`src/egfp_consts.vh`:
```
`ifndef EGFP_CONSTS_VH
`define EGFP_CONSTS_VH

// Clock and timebase
`define CLK_NS          32'd5
`define TB_NS           32'd10
`define TICK_DIV        (`TB_NS / `CLK_NS)
`define TICKS_PER_US    (32'd1000 / `TB_NS)
`define TICKS_PER_MS    (32'd1000000 / `TB_NS)
`define TICKS_PER_S     (32'd1000000000 / `TB_NS)

// Period timeout
`define PER_TMO_S       32'd21
`define PER_MAX         32'h80000000

// Frequency and period scaling constants for ticks of 10 ns
`define FREQ_K_HZ       64'h0000000005F5E100
`define FREQ_K_CENTI    64'h00000002540BE400
`define FSCALE_HZ       32'd1
`define PSCALE_TB       32'd10
`define PER_MUL         64'h000000000000000A

// Gate polarity codes
`define GATE_OFF        2'h0
`define GATE_POS        2'h1
`define GATE_NEG        2'h2

// Register byte offsets
`define REG_CTRL        12'h000
`define REG_STATUS      12'h004
`define REG_COUNT       12'h008
`define REG_LATCH2      12'h00C
`define REG_FWIN        12'h010
`define REG_FSCALE      12'h014
`define REG_FWAIT       12'h018
`define REG_PSCALE      12'h01C
`define REG_FREQ        12'h020
`define REG_PERIOD      12'h024

// Control fields
`define CTRL_SWGATE     0
`define CTRL_L2RISE     1
`define CTRL_L2FALL     2
`define CTRL_CRST       3
`define CTRL_POL_LO     4
`define CTRL_POL_HI     5

// Status fields
`define ST_GATE         0
`define ST_SWOK         1
`define ST_L2VAL        2
`define ST_FROZEN       3

// Reset values
`define RST_FWIN        32'd10000
`define RST_FSCALE      32'd100
`define RST_FWAIT       32'd1000
`define RST_PSCALE      32'd10

// Divider
`define DIV_STEPS       7'd64

`endif

```
`src/egfp_top.v`:
```
`timescale 1ns/1ps
`include "egfp_consts.vh"

module egfp_top #(
  parameter [31:0] PER_TMO_TICKS = `PER_TMO_S * `TICKS_PER_S
) (
  input  wire        i_ref_clk,
  input  wire        i_rst_b,
  input  wire        i_psel,
  input  wire        i_penable,
  input  wire        i_pwrite,
  input  wire [11:0] i_paddr,
  input  wire [31:0] i_pwdata,
  output wire        o_pready,
  output reg  [31:0] o_prdata,
  output wire        o_pslverr,
  input  wire        i_enc_a,
  input  wire        i_enc_b,
  input  wire        i_enc_c,
  input  wire        i_gate,
  input  wire        i_ext_rst
);

  // Address decode shared by write strobe and error answer
  function egfp_mapped;
    input [11:0] a;
    begin
      case (a)
        `REG_CTRL, `REG_STATUS, `REG_COUNT, `REG_LATCH2,
        `REG_FWIN, `REG_FSCALE, `REG_FWAIT, `REG_PSCALE,
        `REG_FREQ, `REG_PERIOD: egfp_mapped = 1'b1;
        default: egfp_mapped = 1'b0;
      endcase
    end
  endfunction

  // Software registers
  reg         sw_gate;
  reg         l2_rise_en;
  reg         l2_fall_en;
  reg         c_rst_en;
  reg  [1:0]  gate_pol;
  reg  [31:0] fwin_us;
  reg  [31:0] fscale;
  reg  [31:0] fwait_ms;
  reg  [31:0] pscale;

  // Block state
  reg         sw_ok;
  reg         l2_valid;
  reg  [31:0] count;
  reg  [31:0] latch2;
  reg  [31:0] freq;
  reg  [31:0] period;
  reg         a_q;
  reg         c_q;
  reg         g_q;

  // Timebase
  reg  [1:0]  div_cnt;
  reg  [31:0] tb;
  wire        tick = (div_cnt == (`TICK_DIV - 2'h1));

  // Frequency path
  reg  [31:0] win_cnt;
  reg  [31:0] wait_cnt;
  reg         f_arm;
  reg  [31:0] f_rises;
  reg  [31:0] f_per;
  reg  [31:0] f_t0;
  reg  [31:0] f_tend;
  reg         f_start;
  reg  [63:0] f_num;
  reg  [31:0] f_den;
  wire        f_busy;
  wire        f_done;
  wire [31:0] f_quo;

  // Period path
  reg         p_run;
  reg  [31:0] p_last;
  reg         p_start;
  reg  [63:0] p_num;
  reg  [31:0] p_den;
  wire        p_busy;
  wire        p_done;
  wire [31:0] p_quo;

  // Edges of the encoder and gate inputs
  wire        a_rise = i_enc_a & ~a_q;
  wire        a_fall = ~i_enc_a & a_q;
  wire        c_rise = i_enc_c & ~c_q;
  wire        g_rise = i_gate & ~g_q;
  wire        g_fall = ~i_gate & g_q;

  // APB strobes
  wire        acc    = i_psel & i_penable;
  wire        hit    = egfp_mapped(i_paddr);
  wire        wr     = acc & i_pwrite & hit;

  assign o_pready  = 1'b1;
  assign o_pslverr = acc & ~hit;

  // Gate level qualifier per polarity
  wire gate_lvl = ((gate_pol == `GATE_POS) & i_gate) |
                  ((gate_pol == `GATE_NEG) & ~i_gate);
  wire frozen   = gate_lvl | sw_gate;

  // Latch2 edge qualifier
  wire l2_hit   = ~l2_valid &
                  ((l2_rise_en & g_rise) | (l2_fall_en & g_fall));

  // Thresholds in ticks
  wire [31:0] win_thr  = fwin_us * `TICKS_PER_US;
  wire [31:0] wait_thr = fwait_ms * `TICKS_PER_MS;
  wire        win_done = tick & (win_cnt >= (win_thr - 32'h1));
  wire [31:0] p_age    = tb - p_last;

  // Dividends and divisors
  wire [63:0] f_k      = (fscale == `FSCALE_HZ) ? `FREQ_K_HZ
                                                : `FREQ_K_CENTI;
  wire [63:0] f_prod   = {32'h00000000, f_per} * f_k;
  wire [63:0] p_prod   = {32'h00000000, p_age} * `PER_MUL;
  wire [31:0] p_div    = (pscale == 32'h0) ? `PSCALE_TB : pscale;

  // Register writes and sampled edges
  always @(posedge i_ref_clk) begin
    if (!i_rst_b) begin
      sw_gate    <= 1'b0;
      l2_rise_en <= 1'b0;
      l2_fall_en <= 1'b0;
      c_rst_en   <= 1'b0;
      gate_pol   <= `GATE_OFF;
      fwin_us    <= `RST_FWIN;
      fscale     <= `RST_FSCALE;
      fwait_ms   <= `RST_FWAIT;
      pscale     <= `RST_PSCALE;
      a_q        <= 1'b0;
      c_q        <= 1'b0;
      g_q        <= 1'b0;
    end else begin
      a_q <= i_enc_a;
      c_q <= i_enc_c;
      g_q <= i_gate;
      if (wr) begin
        case (i_paddr)
          `REG_CTRL: begin
            sw_gate    <= i_pwdata[`CTRL_SWGATE];
            l2_rise_en <= i_pwdata[`CTRL_L2RISE];
            l2_fall_en <= i_pwdata[`CTRL_L2FALL];
            c_rst_en   <= i_pwdata[`CTRL_CRST];
            gate_pol   <= i_pwdata[`CTRL_POL_HI:`CTRL_POL_LO];
          end
          `REG_FWIN:   fwin_us  <= i_pwdata;
          `REG_FSCALE: fscale   <= i_pwdata;
          `REG_FWAIT:  fwait_ms <= i_pwdata;
          `REG_PSCALE: pscale   <= i_pwdata;
          default: begin
          end
        endcase
      end
    end
  end

  // Read data, loaded in setup cycle, zero outside access
  always @(posedge i_ref_clk) begin
    o_prdata <= 32'h00000000;
    if (i_rst_b & i_psel & ~i_penable & ~i_pwrite) begin
      case (i_paddr)
        `REG_CTRL: begin
          o_prdata[`CTRL_SWGATE] <= sw_gate;
          o_prdata[`CTRL_L2RISE] <= l2_rise_en;
          o_prdata[`CTRL_L2FALL] <= l2_fall_en;
          o_prdata[`CTRL_CRST]   <= c_rst_en;
          o_prdata[`CTRL_POL_HI:`CTRL_POL_LO] <= gate_pol;
        end
        `REG_STATUS: begin
          o_prdata[`ST_GATE]   <= i_gate;
          o_prdata[`ST_SWOK]   <= sw_ok;
          o_prdata[`ST_L2VAL]  <= l2_valid;
          o_prdata[`ST_FROZEN] <= frozen;
        end
        `REG_COUNT:  o_prdata <= count;
        `REG_LATCH2: o_prdata <= latch2;
        `REG_FWIN:   o_prdata <= fwin_us;
        `REG_FSCALE: o_prdata <= fscale;
        `REG_FWAIT:  o_prdata <= fwait_ms;
        `REG_PSCALE: o_prdata <= pscale;
        `REG_FREQ:   o_prdata <= freq;
        `REG_PERIOD: o_prdata <= period;
        default:     o_prdata <= 32'h00000000;
      endcase
    end
  end

  // Position counter, gate freeze and second capture
  always @(posedge i_ref_clk) begin
    if (!i_rst_b) begin
      count    <= 32'h00000000;
      latch2   <= 32'h00000000;
      l2_valid <= 1'b0;
      sw_ok    <= 1'b0;
    end else begin
      sw_ok <= sw_gate;
      // Capture uses the value before this edge can freeze
      if (l2_hit) begin
        latch2   <= count;
        l2_valid <= 1'b1;
      end else if (~l2_rise_en & ~l2_fall_en) begin
        l2_valid <= 1'b0;
      end
      if (i_ext_rst | (c_rst_en & c_rise)) begin
        count <= 32'h00000000;
      end else if (~frozen & a_rise) begin
        count <= i_enc_b ? (count - 32'h1) : (count + 32'h1);
      end
    end
  end

  // Free running 10 ns timebase
  always @(posedge i_ref_clk) begin
    if (!i_rst_b) begin
      div_cnt <= 2'h0;
      tb      <= 32'h00000000;
    end else begin
      if (tick) begin
        div_cnt <= 2'h0;
        tb      <= tb + 32'h1;
      end else begin
        div_cnt <= div_cnt + 2'h1;
      end
    end
  end

  // Frequency window sequencing, untouched by gate or counter resets
  always @(posedge i_ref_clk) begin
    if (!i_rst_b) begin
      win_cnt  <= 32'h00000000;
      wait_cnt <= 32'h00000000;
      f_arm    <= 1'b0;
      f_rises  <= 32'h00000000;
      f_per    <= 32'h00000000;
      f_t0     <= 32'h00000000;
      f_tend   <= 32'h00000000;
      f_start  <= 1'b0;
      f_num    <= 64'h0000000000000000;
      f_den    <= 32'h00000000;
      freq     <= 32'h00000000;
    end else begin
      f_start <= 1'b0;
      if (tick) begin
        win_cnt  <= win_cnt + 32'h1;
        wait_cnt <= wait_cnt + 32'h1;
      end
      if (f_done) begin
        freq <= f_quo;
      end
      if (win_done) begin
        win_cnt <= 32'h00000000;
        f_arm   <= 1'b0;
        f_rises <= 32'h00000000;
        f_per   <= 32'h00000000;
        if (f_per != 32'h0) begin
          wait_cnt <= 32'h00000000;
          if (!f_busy) begin
            f_start <= 1'b1;
            f_num   <= f_prod;
            f_den   <= f_tend - f_t0;
          end
        end else if (wait_cnt >= wait_thr) begin
          wait_cnt <= 32'h00000000;
          freq     <= 32'h00000000;
        end
        // Otherwise a fresh window starts, freq held
      end else begin
        if (a_rise) begin
          if (!f_arm) begin
            f_arm   <= 1'b1;
            f_t0    <= tb;
            f_rises <= 32'h00000000;
          end else begin
            f_rises <= f_rises + 32'h1;
          end
        end
        if (a_fall & f_arm & (f_rises != 32'h0)) begin
          f_per  <= f_rises;
          f_tend <= tb;
        end
      end
    end
  end

  // Period timing between rising edges of track A
  always @(posedge i_ref_clk) begin
    if (!i_rst_b) begin
      p_run   <= 1'b0;
      p_last  <= 32'h00000000;
      p_start <= 1'b0;
      p_num   <= 64'h0000000000000000;
      p_den   <= 32'h00000000;
      period  <= 32'h00000000;
    end else begin
      p_start <= 1'b0;
      if (p_done) begin
        period <= p_quo;
      end
      if (a_rise) begin
        p_last <= tb;
        p_run  <= 1'b1;
        if (p_run & ~p_busy) begin
          p_start <= 1'b1;
          p_num   <= p_prod;
          p_den   <= p_div;
        end
      end else if (p_run & (p_age >= PER_TMO_TICKS)) begin
        p_run  <= 1'b0;
        period <= `PER_MAX;
      end
      // No edge, no timeout and no divider result keeps period as it is
    end
  end

  // Frequency divider
  egfp_div u_fdiv (
    .i_ref_clk (i_ref_clk),
    .i_rst_b   (i_rst_b),
    .i_start   (f_start),
    .i_num     (f_num),
    .i_den     (f_den),
    .o_busy    (f_busy),
    .o_done    (f_done),
    .o_quo     (f_quo)
  );

  // Period scaling divider
  egfp_div u_pdiv (
    .i_ref_clk (i_ref_clk),
    .i_rst_b   (i_rst_b),
    .i_start   (p_start),
    .i_num     (p_num),
    .i_den     (p_den),
    .o_busy    (p_busy),
    .o_done    (p_done),
    .o_quo     (p_quo)
  );

endmodule // egfp_top

```
`src/egfp_div.v`:
```
`timescale 1ns/1ps
`include "egfp_consts.vh"

module egfp_div (
  input  wire        i_ref_clk,
  input  wire        i_rst_b,
  input  wire        i_start,
  input  wire [63:0] i_num,
  input  wire [31:0] i_den,
  output reg         o_busy,
  output reg         o_done,
  output reg  [31:0] o_quo
);

  reg  [6:0]  cnt;
  reg  [32:0] rem;
  reg  [63:0] quo;
  reg  [31:0] den;
  wire [32:0] sh   = {rem[31:0], quo[63]};
  wire        ge   = (sh >= {1'b0, den});
  wire [32:0] nrem = ge ? (sh - {1'b0, den}) : sh;
  wire [63:0] nquo = {quo[62:0], ge};

  // Restoring division, one bit per clock, saturating result
  always @(posedge i_ref_clk) begin
    if (!i_rst_b) begin
      o_busy <= 1'b0;
      o_done <= 1'b0;
      o_quo  <= 32'h00000000;
      cnt    <= 7'h00;
      rem    <= 33'h000000000;
      quo    <= 64'h0000000000000000;
      den    <= 32'h00000000;
    end else begin
      o_done <= 1'b0;
      if (o_busy) begin
        rem <= nrem;
        quo <= nquo;
        cnt <= cnt - 7'h01;
        if (cnt == 7'h01) begin
          o_busy <= 1'b0;
          o_done <= 1'b1;
          o_quo  <= (|nquo[63:32]) ? 32'hFFFFFFFF : nquo[31:0];
        end
      end else if (i_start) begin
        o_busy <= 1'b1;
        cnt    <= `DIV_STEPS;
        rem    <= 33'h000000000;
        quo    <= i_num;
        den    <= i_den;
      end
    end
  end

endmodule // egfp_div

```
`config.mk`:
```
export PLATFORM = sky130hd
export DESIGN_NAME = egfp_top
export DESIGN_NICKNAME = d
export VERILOG_FILES = /design/src/egfp_top.v /design/src/egfp_div.v
export VERILOG_INCLUDE_DIRS = /design/src
export SDC_FILE = /design/constraint.sdc
export NUM_CORES = 2
export LEC_CHECK = 0
export ABC_AREA = 1
export ABC_CLOCK_PERIOD_IN_PS = 9900
export BUFFER_PORTS_ARGS = -buffer_cell sky130_fd_sc_hd__buf_2
export CORE_MARGIN = 4
export CORE_UTILIZATION = 55
export DETAILED_ROUTE_END_ITERATION = 8
export PLACE_DENSITY_LB_ADDON = 0.1
export SETUP_SLACK_MARGIN = 0.05
export SLEW_MARGIN = 20
export SYNTH_ARGS = -nofsm -noshare
export SYNTH_HDL_FRONTEND = slang
export SYNTH_SLANG_ARGS = --single-unit
```
`constraint.sdc`:
```
create_clock -name i_ref_clk -period 9.9 [get_ports i_ref_clk]
set_input_delay 1.98 -clock i_ref_clk [delete_from_list [all_inputs] [get_ports i_ref_clk]]
set_output_delay 1.98 -clock i_ref_clk [all_outputs]
set_load 0.03 [all_outputs]
```
# Yosys cells after proc, flatten, opt, wreduce, memory -nomap -nowiden
# Index checks and enable logic that the tools add are counted.
# W data, S select, Z words.
# totals
word_cells,214
mem_bits_ro,0
inputBits,54
latch_bits,0
memories,0
register_bits,1062
ramBits,0
# op_classes
n_mux,49
n_addsub,14
magnitude_cmp,5
n_eq_ne,15
div,0
multipliers,4
n_reduce_logical,31
shifts,0
n_bitwise,46
# op_table
cell,n
$mux W32,22
$mux W64,4
$pmux W26 S8,1
$add A32 B1 Y32 const B,5
$sub A32 B32 Y32,4
$ge A33 B32 Y1,2
$ge A32 B32 Y1,2
$mul A32 B34 Y64,1
$reduce_bool A32 Y1,2
$reduce_or A32 Y1,2
$sub A32 B1 Y32 const B,2
$eq A12 B5 Y1 const B,4
$pmux W4 S10,1
$mul A32 B3 Y35 const B,1
$mux W34,1
$eq A32 B1 Y1 const B,1
$ge A32 B31 Y1 const B,1
$logic_not A32 Y1,1
$mul A32 B12 Y27 const B,1
$mul A32 B5 Y30 const B,1
$mux W7,4
$reduce_and A2 Y1,14
$and A1 B1 Y1,25
$eq A12 B4 Y1 const B,2
16 further kinds,60

# Logic depth before layout (Yosys ltp)
# logic_depth
word_depth,6
mapped_depth,40
mapped_depth_nobuf,39

# Hierarchy
# From an unflattened synthesis, not the netlist that was laid out.
# hier_totals
hier_cells,11374
hier_area_um2,83153.5
# by_module_without_submodules
mod,instances,area_per_inst_um2,cells_each,seq_area_each_um2
egfp_top,1,63627.3,8283,14333.7
egfp_div at u_pdiv,1,9804.4,1538,3383.2
egfp_div at u_fdiv,1,9721.8,1553,3383.2

# Worst setup path before layout
# OpenSTA, ideal clock, no wires.
# synth_timing
kind,register to register
from,register fscale[22]
to,register f_num[39]
path_stages_with_launch,35
n_path_buf,2
t_arrival_ns,7.161
setup_slack_ns,2.610
setup_ns,0.128
path_cell_list,dfxtp_1 inv_1 nand4_1 nor4_1 nand2_1 inv_1 clkbuf_1 buf_1 nor2_1 fa_1 fa_1 fa_1 inv_1 fa_1 inv_1 fa_1 inv_1 fa_1 inv_1 fa_1 inv_1 fa_1 inv_1 ha_1 a21oi_1 o21ai_0 a21oi_1 nand2_1 a21oi_1 inv_1 nand2_1 nand2_1 xor2_1 o21ai_0 a21oi_1
# synth_between
elab_chain_len,3
# synth_rtl
element,line_no,text
from (decl),egfp_top.v:44,reg [31:0] fscale;
from (signal assigned),egfp_top.v:135,fscale <= `RST_FSCALE;
from (signal assigned),egfp_top.v:155,`REG_FSCALE: fscale <= i_pwdata;
$eq A32 B1 Y1 (no source line),n/a,
$mux W34 (no source line),n/a,
$mul A32 B34 Y64,egfp_top.v:122,"wire [63:0] f_prod = {32'h00000000, f_per} * f_k;"
to (signal assigned),egfp_top.v:267,f_num <= f_prod;
to (decl),egfp_top.v:73,reg [63:0] f_num;
# Every way passes these cells.
# A chain may end at the register's enable or synchronous reset.

# Worst setup path in the final report
# layout_timing
from,register fscale[29]
to,register f_num[59]
# Same word-level chain as after synthesis.

==> flow_summary.ini <==
[run_status]
status = finished clean

[synth]
yosys-top-cells-area = dfxtp_1 26%, ha_1 13%, fa_1 12%, inv_1 9.4%, nand2_1 7.4%
yosys.area.top_type = dfxtp_1
yosys_most_used_dff = dfxtp_1
synth_area_sq_um = 81600
synth.distinct_cells = 76
netlist.area_leader.share = 0.259
synth_seq_cells = 1054
synth_edf_count = 0
synth.avg_cell_area_sq_um = 7.60
synth_cells = 10740
yosysWarnings = 0
async_reset_ff_frac = 0
ys_seq_area_frac = 0.259

[setup_path]
cp-start-kind = flip-flop
end_kind = flip-flop
reg2regPathDepth = 32
critPathMaxStageDelay_ns = 0.61
slowest_stage = o21ai_0
arrival_ns = 9.36
critical_path.most_common_cell = inv_1
crit_type = flip-flop to flip-flop
critPathMaxFanout = 42
cp_data_required_time_ns = 10.49

[cts]
cts_resized = 0
insertion_delay_ns = 0.78
htreeDepth = 3
cts_tree = yes
cts_buffers = 115
clk_pin_slew_worst_paths_ns = 0.07
cts_num_sinks = 1054
clockBufferDepth = 3
cts-root-buf = clkbuf_16
ctsHoldBuffers = 0
post-cts-setup-buffers = 0

[power_and_ir_drop]
vdd_drop_max_mv = 0.170
p_sw_frac = 0.305
power_density_nw_per_um2 = 129
p_leak_nw = 41.7
pwr-share-clk = 0.417
comb_power_share = 0.199
p_total_mw = 11.3
power.net_switching_mw = 3.46
internal_power_mw = 7.87
seq_power_share = 0.384

[grt]
grt.total_usage = 0.302
overflow = 0
antenna_found_initial = 12
grt_pass1_wl_microns = 373000
grt_max_degree = 185
grt_pass1_vias = 68020

[place]
hpwlAfterDp_microns = 187000
gp_congestion = 0.986
dpl.cell_count = 12436
numPortBuffers = 86
post-place-ws_ns = 1.26

[detailed_routing]
drc = 0
ant_nets = 0
route.vias.total = 70091
routed_wl_microns = 237000
first_pass_iters = 8
via_per_inst = 5.54
routedWlPerCell_microns = 18.8
first_iter_violations = 5170

[floorplanning]
rows = 141
die_area_sq_um = 155000
die_x_microns = 393
pin_count = 88
start_util = 0.553
die_y_microns = 393
core_sq_um = 148000

[timing]
fin_crit_sh = 0.886
tightest_slew_ns = 1.05
fmax_mhz = 114
slew_violations = 0
relSlewSlack = 0.297
rsz0062_at_grt = false
clock_skew_ns = 0.101
setup_viol = 0
timing.final.crit_period_ns = 8.77
hold_viol = 0
finalSetupTns_ns = 0
setup_slack_ns = 1.13

[final_layout]
drive_gt1_frac = 0.0615
area_delta_synth_final_pct = 7.36
fin_cells = 12658
utilization = 0.593
nNetsFinal = 12006

[worst_hold_path]
holdCritPathClass = flip-flop to flip-flop
hold_depth = 2

[flow_run]
drv_cap = 0
==> power groups by stage <==
stage | clock, mW | sequential [mW] | combinational [mW]
6_report | 4.72 | 4.34 | 2.26
5_1_grt | 4.97 | 4.35 | 2.57
4_1_cts | 4.81 | 4.34 | 2.25
3_5_place_dp | 0 | 4.44 | 2.24
3_3_place_gp | 0 | 4.44 | 2.22
2_1_floorplan | 0 | 4.42 | 1.71
==> cell usage after synthesis (6+ instances only) <==
| cell | instances |
|---|---|
| o221a_2 | 12 |
| xor2_1 | 171 |
| a211oi_1 | 106 |
| nor2_1 | 823 |
| buf_2 | 47 |
| clkinv_1 | 6 |
| o21a_1 | 17 |
| o22ai_1 | 38 |
| a21boi_0 | 12 |
| a31oi_1 | 51 |
| nor2_2 | 17 |
| a21oi_2 | 35 |
| a21oi_1 | 920 |
| fa_1 | 499 |
| o21ai_0 | 785 |
| or2_2 | 32 |
| clkbuf_1 | 292 |
| nor3_1 | 139 |
| nor2_4 | 8 |
| buf_4 | 12 |
| nor3b_1 | 20 |
| or2_1 | 7 |
| xnor2_1 | 105 |
| nand3_2 | 12 |
| a211oi_2 | 107 |
| o221ai_1 | 27 |
| nor4_1 | 70 |
| inv_1 | 2047 |
| buf_1 | 25 |
| inv_2 | 19 |
| nand4_1 | 100 |
| nand3b_1 | 52 |
| nand3_1 | 290 |
| a221oi_1 | 76 |
| a22oi_1 | 46 |
| o21bai_1 | 29 |
| o211ai_1 | 49 |
| nand2_1 | 1617 |
| nor3_2 | 9 |
| a21o_1 | 34 |
| a31o_2 | 7 |
| o21ai_1 | 10 |
| nand2_2 | 18 |
| dfxtp_1 | 1054 |
| ha_1 | 830 |
==> stage by stage <==
stage                     area (sq um)  hold slack [ns]
final                            87600            0.405
after global routing             87600            0.433
after CTS                        87600            0.397
after detailed placement         83400            0.420
after global placement           83400            0.413
after floorplan                  81700            0.404
==> logic make-up after synthesis <==
| group | Yosys count | synth area share |
|---|---|---|
| AOI/OAI and AO/OA | 2380 | 0.175 |
| other | 2 | 0.0000920 |
| buffers and inverters | 2456 | 0.115 |
| DFF | 1054 | 0.259 |
| and+or+nand+nor | 3240 | 0.171 |
| adders and majority gates | 1329 | 0.250 |
| xor gates and xnor gates | 279 | 0.0302 |
==> layout by cell type (no fill, tap or decap), types with 70 or more instances in the layout <==
cell type	instances
nand4_1	100
nand2_1	1613
nor3_1	138
dfxtp_1	1050
a211oi_1	106
a221oi_1	76
nor4_1	70
nor2_1	816
fa_1	499
o21ai_0	785
ha_1	830
buf_2	85
a211oi_2	107
xor2_1	171
clkbuf_16	115
a21oi_1	920
xnor2_1	105
nand3_1	290
inv_1	2043
==> layout make-up <==
| cell class | instances | area, sq um |
|---|---|---|
| tap | 1930 | 2410 |
| timing repair buffer | 133 | 822 |
| antenna | 6 | 15.0 |
| clock inverter | 63 | 933 |
| inverter | 2072 | 7780 |
| clock buffer | 153 | 3270 |
| multi-input combinational | 7247 | 51300 |
| sequential | 1054 | 21100 |
| fill | 13966 | 60100 |
==> per-layer routing <==
| metal | part of all wire | up-vias | routed length [microns] | GRT usage |
|---|---|---|---|---|
| li1 | - | 34659 | - | - |
| met1 | 0.45 | 33288 | 106000 | 0.404 |
| met2 | 0.46 | 1769 | 110000 | 0.507 |
| met3 | 0.055 | 373 | 13000 | 0.0372 |
| met4 | 0.036 | 2 | 8590 | 0.100 |
| met5 | 0.00022 | - | 52 | 0.00223 |
==> worst max-delay path: cells and delay by family, from the launching register on <==
| family | cells | cell delay [ns] |
|---|---|---|
| adders and majority gates | 9 | 4.23 |
| and+or+nand+nor | 12 | 2.27 |
| buffers and inverters | 10 | 1.09 |
| AOI/OAI and AO/OA | 1 | 0.61 |
| DFF | 1 | 0.32 |
==> path summary, 6_finish.rpt <==
path	start	endpoint	slack, ns
setup / recovery	fscale[29]	f_num[59]	1.13
hold / removal	u_fdiv.o_quo[1]	freq[1]	0.41
setup reg to reg	fscale[29]	f_num[59]	1.13
hold reg to reg	u_fdiv.o_quo[1]	freq[1]	0.41
==> sequential cells by signal (all words and copies together) (netlist names), 35 cells and up <==
name	flops
u_fdiv.quo	64
u_pdiv.quo	64
f_num	56
p_num	35
No activity file was read; power rests on OpenSTA's default activity.
